[src/port3_map.vh]
// Register offsets, field positions, reset values for the 8-bit port block.
// Assumes a byte-wide register port with 16-bit addresses.
//
// What this block does
// - Port data register: eight output latches, one per pin, reset to zero.
// - Reading data returns the latched bit where the direction bit is 1.
// - Reading data returns the sampled pin level where the direction bit is 0.
// - Direction bit 1 makes the pin an output, 0 an input; reset zero.
// - Direction register is write-only; reading its address returns all ones.
// - Direction and data apply only while the pin is in general I/O mode.
// - Input pin pull-up is on when its pull-up bit is 1 and the pin is in general I/O mode, else off.
// - Pull-up register is read/write, eight bits, reset to zero.
// - Mode bits 7 to 3 read as 1, ignore writes; reset value 0xF8.
// - Mode bit 1 selects pin 1 as serial data input.
// - Serial clock pin is output when clock source bit is 0, input when 1.
`ifndef PORT3_MAP_VH
`define PORT3_MAP_VH

// ==========================================================================
// Register offsets
`define PIN_FUNCTION_SELECT_ADDR 16'hFFCA
`define PORT_OUTPUT_DATA_ADDR    16'hFFD6
`define PULLUP_CONTROL_ADDR      16'hFFE1
`define PIN_DIRECTION_ADDR       16'hFFE6

// ==========================================================================
// Reset values and read patterns
`define PORT_OUTPUT_DATA_RST     8'h00
`define PIN_DIRECTION_RST        8'h00
`define PULLUP_CONTROL_RST       8'h00
`define PIN_FUNCTION_SELECT_RST  8'hF8
`define FUNC_RESERVED_MASK       8'hF8
`define DIRECTION_READ_VALUE     8'hFF
`define UNMAPPED_READ_VALUE      8'h00

// ==========================================================================
// Field positions in the function select register
`define SERIAL_OUT_SELECT_BIT    2
`define SERIAL_IN_SELECT_BIT     1
`define SERIAL_CLOCK_SELECT_BIT  0

`endif

[src/pin_mux_cell.v]
// One pin's output and pull-up control.
// Assumes the general I/O settings and alternate function are given per pin.
`timescale 1ns/1ps

module pin_mux_cell (
    // Pin settings
    input  wire alt_sel,
    input  wire alt_drive,
    input  wire alt_data,
    input  wire dir_bit,
    input  wire data_bit,
    input  wire pull_bit,
    // Pad controls
    output wire pad_out,
    output wire pad_oe_n,
    output wire pad_pullup
);

    // ======================================================================
    // Output select
    // General I/O settings only when the pin is not taken by the alternate
    assign pad_out    = alt_sel ? alt_data : data_bit;
    assign pad_oe_n   = alt_sel ? ~alt_drive : ~dir_bit;
    // Pull-up only for a general I/O input pin
    assign pad_pullup = ~alt_sel & ~dir_bit & pull_bit;

endmodule // pin_mux_cell

[src/port3_gpio_pin_mux.v]
// Eight-pin general-purpose port with pin function select for a serial unit.
// Assumes pins are synchronous to mclk; the serial unit lives elsewhere.
`include "port3_map.vh"
`timescale 1ns/1ps

module port3_gpio_pin_mux #(
    parameter WIDTH = 8
) (
    // Clock and reset
    input  wire             mclk,
    input  wire             sys_rst,
    // Register port
    input  wire [15:0]      reg_addr,
    input  wire [7:0]       reg_wdata,
    input  wire             reg_wr,
    input  wire             reg_rd,
    output reg  [7:0]       reg_rdata,
    // Pins
    input  wire [WIDTH-1:0] pin_in,
    output wire [WIDTH-1:0] pin_out,
    output wire [WIDTH-1:0] pin_oe_n,
    output wire [WIDTH-1:0] pin_pullup,
    // Serial unit side
    input  wire             serial_data_out,
    input  wire             serial_clock_out,
    input  wire             serial_clock_source_bit,
    output wire             serial_data_in,
    output wire             serial_clock_in
);

    // ======================================================================
    // Registers
    reg  [WIDTH-1:0] port_output_data_r;
    reg  [WIDTH-1:0] pin_direction_r;
    reg  [WIDTH-1:0] pullup_control_r;
    reg  [2:0]       pin_function_select_r;
    reg  [7:0]       rdata_nxt;
    wire [7:0]       func_read;
    wire [WIDTH-1:0] alt_sel;
    wire [WIDTH-1:0] alt_drive;
    wire [WIDTH-1:0] alt_data;
    wire [WIDTH-1:0] port_read;

    // Register writes
    always @(posedge mclk or posedge sys_rst) begin
        if (sys_rst) begin
            port_output_data_r    <= `PORT_OUTPUT_DATA_RST;
            pin_direction_r       <= `PIN_DIRECTION_RST;
            pullup_control_r      <= `PULLUP_CONTROL_RST;
            pin_function_select_r <= 3'h0;
        end else if (reg_wr) begin
            case (reg_addr)
                `PORT_OUTPUT_DATA_ADDR:    port_output_data_r    <= reg_wdata[WIDTH-1:0];
                `PIN_DIRECTION_ADDR:       pin_direction_r       <= reg_wdata[WIDTH-1:0];
                `PULLUP_CONTROL_ADDR:      pullup_control_r      <= reg_wdata[WIDTH-1:0];
                `PIN_FUNCTION_SELECT_ADDR: pin_function_select_r <= reg_wdata[2:0];
                default: ;
            endcase
        end
    end

    // ======================================================================
    // Readback
    // Output bits read the latch, input bits the pin
    assign port_read = (pin_direction_r & port_output_data_r) | (~pin_direction_r & pin_in);
    assign func_read = `FUNC_RESERVED_MASK | {5'h00, pin_function_select_r};

    // Read data select
    always @* begin
        case (reg_addr)
            `PORT_OUTPUT_DATA_ADDR:    rdata_nxt = port_read;
            `PIN_DIRECTION_ADDR:       rdata_nxt = `DIRECTION_READ_VALUE;
            `PULLUP_CONTROL_ADDR:      rdata_nxt = pullup_control_r;
            `PIN_FUNCTION_SELECT_ADDR: rdata_nxt = func_read;
            default:                   rdata_nxt = `UNMAPPED_READ_VALUE;
        endcase
    end

    // Read data registered, valid only the cycle after the strobe
    always @(posedge mclk or posedge sys_rst) begin
        if (sys_rst)
            reg_rdata <= 8'h00;
        else if (reg_rd)
            reg_rdata <= rdata_nxt;
        else
            reg_rdata <= 8'h00;
    end

    // ======================================================================
    // Alternate function per pin
    assign alt_sel   = {{(WIDTH-3){1'b0}}, pin_function_select_r};
    assign alt_drive = {{(WIDTH-3){1'b0}}, 1'b1, 1'b0, ~serial_clock_source_bit};
    assign alt_data  = {{(WIDTH-3){1'b0}}, serial_data_out, 1'b0, serial_clock_out};

    // Serial inputs routed from the pins, idle low when not selected
    assign serial_data_in  = pin_function_select_r[`SERIAL_IN_SELECT_BIT] & pin_in[1];
    assign serial_clock_in = pin_function_select_r[`SERIAL_CLOCK_SELECT_BIT]
                             & serial_clock_source_bit & pin_in[0];

    // ======================================================================
    // Pin cells
    genvar i;
    generate
        for (i = 0; i < WIDTH; i = i + 1) begin : g_pin
            pin_mux_cell u_cell (
                .alt_sel    (alt_sel[i]),
                .alt_drive  (alt_drive[i]),
                .alt_data   (alt_data[i]),
                .dir_bit    (pin_direction_r[i]),
                .data_bit   (port_output_data_r[i]),
                .pull_bit   (pullup_control_r[i]),
                .pad_out    (pin_out[i]),
                .pad_oe_n   (pin_oe_n[i]),
                .pad_pullup (pin_pullup[i])
            );
        end
    endgenerate

endmodule // port3_gpio_pin_mux

[config.mk]
export PLATFORM = sky130hd
export DESIGN_NAME = port3_gpio_pin_mux
export DESIGN_NICKNAME = d
export VERILOG_FILES = /design/src/pin_mux_cell.v /design/src/port3_gpio_pin_mux.v
export VERILOG_INCLUDE_DIRS = /design/src /design/src/src
export SDC_FILE = /design/constraint.sdc
export NUM_CORES = 1
export LEC_CHECK = 0
export ABC_AREA = 0
export BUFFER_PORTS_ARGS = -buffer_cell sky130_fd_sc_hd__buf_2
export CAP_MARGIN = 20
export CORE_UTILIZATION = 44
export DETAILED_ROUTE_END_ITERATION = 7
export PLACE_DENSITY = 0.76
export RECOVER_POWER = 50
export SLEW_MARGIN = 10
export SYNTH_ARGS = -nofsm -noshare
export SYNTH_HDL_FRONTEND = slang
export SYNTH_SLANG_ARGS = --single-unit
export TNS_END_PERCENT = 50
[constraint.sdc]
create_clock -name mclk -period 1.25 [get_ports mclk]
set_clock_uncertainty 0.15 [all_clocks]
set_input_delay 0.25 -clock mclk [delete_from_list [all_inputs] [get_ports mclk]]
set_output_delay 0.25 -clock mclk [all_outputs]
set_load 0.05 [all_outputs]
==> results of run 1 <==
==> power groups by stage <==
stage                     sequential [mW]  combinational, mW  clock (mW)
after floorplan                      1.15             0.0557           0
after global placement               1.15              0.159           0
after detailed placement             1.15              0.161           0
after CTS                            1.13              0.174       0.903
after global routing                 1.13              0.198       0.965
final                                1.13              0.179       0.906
==> layer usage <==
layer / wire (µm) / GRT usage, %
met1: 1750 / 22.2
met2: 2490 / 35.5
met3: 265 / 3.29
met4: 102 / 10.4
met5: 0 / 0
==> cell families after synthesis <==
kind of cell,after synthesis,synth area share (%)
simple gates,43,17.2
mux,37,21.4
flops,35,44.9
buf+inv,32,10.8
compound gates,17,5.77
==> Yosys cell counts (all sizes together) <==
cell type,n
buf,24
a211oi,4
nand2,9
nand4,2
nand3,6
a32oi,3
o21ai,1
nor4,4
nor2,3
or4bb,2
and2,2
nor2b,6
nand4bb,1
mux2,37
a21oi,4
dfrtp,35
nand2b,2
a31oi,5
nor3b,2
and3,1
inv,8
or4b,1
nand4b,2
==> worst max-delay path by stage <==
stage	to	slack (ns)	cells past startpoint
final	pin_out[0]	-0.36	2
after detailed placement	pin_direction_r[5]$_DFFE_PP0P_	-0.70	5
after floorplan	pullup_control_r[0]$_DFFE_PP0P_	-0.61	4
after global placement	pin_direction_r[7]$_DFFE_PP0P_	-0.66	5
after global routing	reg_rdata[5]$_DFF_PP0_	-0.40	7
after CTS	pin_out[0]	-0.35	2
==> cell type report <==
cell class	count	share of cell area, %
timing repair buffer	96	29.2
multi-input combinational	97	33.6
tap	50	2.18
inverter	8	1.04
clock buffer	8	3.48
sequential	35	30.5
==> worst register-to-register path, delay by kind of cell (launching register included) <==
| kind | cells | cell delay, ns |
|---|---|---|
| buffers and inverters | 1 | 0.13 |
| flip-flops | 1 | 0.39 |
| multiplexers | 1 | 0.33 |
| AO/OA/AOI/OAI | 2 | 0.32 |
==> through the flow <==
| stage | hold WS (ns) | utilization, % | setup TNS, ns |
|---|---|---|---|
| detailed placement | 0.156 | 57.4 | -21.07 |
| global route | 0.0654 | 69.9 | -15.92 |
| floorplan | 0.250 | - | -18.97 |
| finish | 0.0670 | 69.9 | -13.26 |
| CTS | 0.0669 | 66.6 | -13.49 |
| global placement | 0.157 | 57.4 | -20.11 |
==> flip-flops by register name (all words and copies together), names as in the netlist <==
register	cells
pin_direction_r	8
pin_function_select_r	3
port_output_data_r	8
pullup_control_r	8
reg_rdata	8
==> placed cells by master (no fill, tap or decap), types with 2 or more instances in the layout <==
master,instances
a31oi_1,5
buf_8,4
buf_6,40
a211oi_2,2
nor2b_1,2
a211oi_1,2
buf_2,31
nand4b_1,2
nor2_2,2
buf_4,19
inv_1,5
or4bb_4,2
inv_2,3
nand2_2,4
mux2_2,34
dfrtp_1,34
nor4_4,4
nand2b_1,2
nor2b_2,4
a21oi_2,3
nand2_4,2
nand3_1,5
nand4_1,2
clkbuf_8,7
a32oi_1,2
mux2_4,3
nand2_1,3
nor3b_2,2
==> what timing repair did <==
action	4_1_cts	5_1_grt
gates resized for setup	77	37
endpoints found under the setup margin	69	67
hold buffers	1	0
hold endpoints to repair	35	0
setup buffers	2	2
pin swaps	10	3
==> results.py, run 1 <==
metrics = {
    "placement": {
        "dpl_cell_area_um2": 2360,
        "dp_slack_ns": -0.696,
        "port_buffers": 72,
        "dp_hpwl_um": 2960,
        "dpl.cell_count": 281,
        "gp_congestion": 0.753,
    },
    "run_status": {
        "status": "finished, violations left",
        "failed_checks": "setup timing",
    },
    "hold_path": {
        "timing.hold.worst_endpoint": "pullup_control_r[7]$_DFFE_PP0P_",
        "min_path_cells": 2,
        "holdCritPathClass": "in -> reg",
        "hold_start": "reg_wdata[7]",
    },
    "grt": {
        "grt_pass1_wl_um": 6680,
        "grt_usage_pct": 19.8,
        "grt_overflow": 0,
        "first_global_vias": 1566,
        "grt_max_degree": 36,
        "antenna_found_initial": 0,
    },
    "setup_path": {
        "critPathTopFamily": "flip-flops",
        "slowest_delay_ns": 0.45,
        "critPathBufInv": 1,
        "worstPathRequired_ns": 0.85,
        "cp.arrival_ns": 1.21,
        "cp_cell_sequence": "mux2_4 -> buf_6",
        "worstPathMaxFanout": 6,
        "cp_slowest_cell": "dfrtp_2",
        "reg2reg_depth": 4,
        "critPathLaunchType": "flop",
        "reg2reg_to": "reg_rdata[2]$_DFF_PP0_",
        "reg2reg_slack_ns": -0.19,
        "r2r_start": "pin_direction_r[2]$_DFFE_PP0P_",
        "criticalPathCategory": "reg -> out",
        "crit_start": "pin_function_select_r[0]$_DFFE_PP0P_",
        "endpoint_kind": "output port",
    },
    "logic_synthesis": {
        "netlist.area_leader.share_pct": 44.9,
        "yosys.cell_types.count": 27,
        "synth_top_cell_by_area": "dfrtp_1",
        "syn_avg_cell_area_um2": 11.9,
        "synth_nets": 203,
        "ys_ff_latch": 35,
        "ys_top_cells_by_area": "dfrtp_1 45%, mux2_2 21%, buf_4 9.2%",
        "yosys_warnings": 0,
        "ys_seq_area_share_pct": 44.9,
        "syn_area_um2": 1950,
        "netlist_instances": 164,
    },
    "run": {
        "cap_violations": 0,
    },
    "power": {
        "pwr-share-clk_pct": 40.9,
        "total_power_mw": 2.22,
        "p_int_mw": 1.73,
        "leakage_nw": 1.44,
        "netSwitchingFraction_pct": 22.1,
        "pwr-share-seq_pct": 51.1,
        "power_density_nw_per_um2": 772,
        "netSwitchingPower_uw": 491,
        "peakVddDrop_v": 0.000497,
        "share_comb_of_total_power_pct": 8.1,
    },
    "clock_network": {
        "cts_inserted_buffers": 5,
        "cts-root-buf": "clkbuf_8",
        "clk_latency_ns": 0.29,
        "clkTransAtPathRegs_ns": 0.06,
        "cts.sinks": 35,
        "cts_tree": "yes",
        "cts.htree.levels": 2,
        "cts_max_path_buffers": 2,
    },
    "route": {
        "wl_um": 4610,
        "dr.pass1.iters": 4,
        "drc": 0,
        "avgViaCountPerCell": 5.32,
        "ant_nets": 0,
        "wl_per_cell_um": 15.7,
        "dr_total_vias": 1565,
        "drt_iter0_drc": 92,
    },
    "sta": {
        "fin_crit_sh_pct": 129,
        "slew_viol_final": 0,
        "hold_viol": 0,
        "period_minus_slack_ns": 1.61,
        "slew_headroom_pct": 71.2,
        "setup_ws_ns": -0.362,
        "tightestPinTransition_ns": 0.431,
        "setup_viol_count_final": 60,
        "max_freq_mhz": 620,
        "rsz0062_at_grt": "true",
    },
    "die": {
        "start_util_pct": 47.4,
        "die_w_um": 68.6,
        "rows": 23,
        "dieArea_um2": 4700,
        "fp.dieH_um": 68.6,
        "top_level_ports": 73,
        "core_um2": 4120,
    },
    "final_layout": {
        "instances_no_fill": 294,
        "final_nets": 282,
        "diodes": 0,
        "multiInputGateArea_um2": 967,
        "finalInstanceArea_um2": 2880,
        "synthToLayoutAreaGrowth_pct": 47.4,
        "drive_gt1_share_pct": 70.9,
        "seq_area_um2": 877,
        "fillers": 272,
    },
}
(Power assumes the default switching activity.)
==> run 2: changes to the inputs <==
--- a/constraint.sdc
+++ b/constraint.sdc
@@ -3,3 +3,3 @@
 set_input_delay 0.25 -clock mclk [delete_from_list [all_inputs] [get_ports mclk]]
 set_output_delay 0.25 -clock mclk [all_outputs]
-set_load 0.05 [all_outputs]
+set_load 0.01 [all_outputs]
==> results.py, run 2 (same netlist as run 1, synthesis figures left out) <==
metrics = {
    "sta": {
        "hold_slack_ns": 0.0712,
        "slew_viol_final": 0,
        "rsz0062_at_grt": "true",
        "hold_viol": 0,
        "setup_ws_ns": -0.351,
        "max_freq_mhz": 625,
        "setup_viol_count_final": 56,
        "slew_headroom_pct": 71.6,
        "fin_crit_sh_pct": 128,
        "period_minus_slack_ns": 1.60,
        "tightestPinTransition_ns": 0.426,
    },
    "run_status": {
        "failed_checks": "setup timing",
        "status": "finished, violations left",
    },
    "die": {
        "top_level_ports": 73,
        "die_w_um": 68.6,
        "fp.dieH_um": 68.6,
        "core_um2": 4120,
        "dieArea_um2": 4700,
        "rows": 23,
        "start_util_pct": 47.4,
    },
    "setup_path": {
        "crit_start": "reg_addr[1]",
        "endpoint_kind": "flop",
        "r2r_start": "pin_direction_r[0]$_DFFE_PP0P_",
        "cp.arrival_ns": 1.62,
        "worstPathMaxFanout": 8,
        "critPathLaunchType": "input port",
        "criticalPathCategory": "in -> reg",
        "cp_cell_sequence": "buf_6 -> or4b_4 -> nor4_4 -> nand2_4 -> mux2_2",
        "slowest_delay_ns": 0.54,
        "worstPathRequired_ns": 1.27,
        "cp_slowest_cell": "or4b_4",
    },
    "route": {
        "ant_nets": 0,
        "drt_iter0_drc": 69,
        "dr.pass1.iters": 4,
        "drc": 0,
        "wl_per_cell_um": 14.2,
        "dr_total_vias": 1521,
        "wl_um": 4190,
        "avgViaCountPerCell": 5.17,
    },
    "run": {
        "cap_violations": 0,
    },
    "grt": {
        "antenna_found_initial": 0,
        "grt_usage_pct": 19.2,
        "grt_pass1_wl_um": 6510,
        "first_global_vias": 1546,
        "grt_overflow": 0,
        "grt_max_degree": 36,
    },
    "final_layout": {
        "final_common_cell": "buf_2",
        "finalInstanceArea_um2": 2630,
        "mostFrequentLayoutCells": "62 x buf_2, 34 x mux2_2, 33 x dfrtp_1, 18 x buf_6, 14 x buf_4",
        "synthToLayoutAreaGrowth_pct": 34.9,
        "drive_gt1_share_pct": 65.6,
        "fillers": 335,
        "final_nets": 282,
        "diodes": 0,
    },
    "placement": {
        "dpl_cell_area_um2": 2360,
        "gp_congestion": 0.719,
        "port_buffers": 72,
        "dp_hpwl_um": 3040,
    },
    "hold_path": {
        "hold_start": "reg_wdata[6]",
        "holdCritPathClass": "in -> reg",
    },
    "clock_network": {
        "cts.htree.levels": 2,
        "cts.sinks": 35,
        "cts_max_path_buffers": 2,
        "cts_inserted_buffers": 5,
        "clk_latency_ns": 0.29,
        "cts-root-buf": "clkbuf_8",
        "clkTransAtPathRegs_ns": 0.07,
        "cts_tree": "yes",
    },
    "power": {
        "leakage_nw": 1.38,
        "power_density_nw_per_um2": 833,
        "peakVddDrop_v": 0.000332,
    },
}
run 2: cell count changes in the layout (fill, tap and decap cells not counted), moves of 2 or more:
cell / previous run / this run
buf_2: 31 / 62
a21oi_1: 1 / 3
a211oi_1: 2 / 4
a211oi_2: 2 / 0
nor2b_2: 4 / 0
buf_4: 19 / 14
buf_8: 4 / 0
nor2b_1: 2 / 6
buf_6: 40 / 18
a21oi_2: 3 / 1
run 2: timing repair:
item                                   CTS  global route
endpoints found under the hold margin   35             0
pin swaps                                4             4
setup buffers                            3             1
setup endpoints to repair               56            59
resized for setup                       21            15
hold buffers                             1             0
run 2: per-stage QoR:
step	setup slack [ns]	total power [mW]	util [%]	instances	TNS [ns]
global placement	-0.657	1.31	57.4	281	-19.79
floorplan	-0.610	1.21	-	164	-18.89
global route	-0.394	2.27	63.9	294	-15.11
detailed placement	-0.682	1.31	57.4	281	-20.85
CTS	-0.349	2.21	62.8	293	-12.82
finish	-0.351	2.19	63.9	294	-12.37
run 2: path summary, 6_finish.rpt:
check | endpoint | slack (ns) | depth (start not counted)
worst max-delay path | pullup_control_r[7]$_DFFE_PP0P_ | -0.35 | 5
worst min register to register | port_output_data_r[5]$_DFFE_PP0P_ | 0.38 | 1
min in group asynchronous | pin_direction_r[7]$_DFFE_PP0P_ | 0.45 | 4
worst min-delay path | pin_direction_r[6]$_DFFE_PP0P_ | 0.07 | 2
max in group asynchronous | pin_function_select_r[0]$_DFFE_PP0P_ | 0.17 | 4
worst max register to register | reg_rdata[0]$_DFF_PP0_ | -0.13 | 4
run 2: metal layers:
| layer | share of wire [%] | GRT usage, % | vias up | wire (µm) |
|---|---|---|---|---|
| met4 | 1.7 | 7.55 | 0 | 70 |
| met5 | 0 | 0 | - | 0 |
| met1 | 41 | 21.2 | 742 | 1720 |
| met3 | 4.5 | 4.61 | 8 | 188 |
| met2 | 53 | 34.9 | 49 | 2210 |
| li1 | - | - | 722 | - |
run 2: layout make-up:
class | instances | area [µm²] | share of cell area (%)
inverters | 8 | 30.0 | 1.14
clock buffers | 8 | 100 | 3.80
flip-flops and latches | 35 | 878 | 33.4
repair buffers | 96 | 648 | 24.6
multi-input cells | 97 | 912 | 34.7
well taps | 50 | 62.6 | 2.38
run 2: power breakdown:
part | total [mW] | internal (mW) | switching [mW]
clock network | 0.889 | 0.502 | 0.386
registers | 1.13 | 1.13 | 0.000280
logic | 0.169 | 0.0859 | 0.0832
run 2: worst max-delay path: cells and delay by family:
family                 cells  cell delay [ns]
multiplexers               1             0.31
AND/OR/NAND/NOR            3             0.96
buffers and inverters      1             0.09
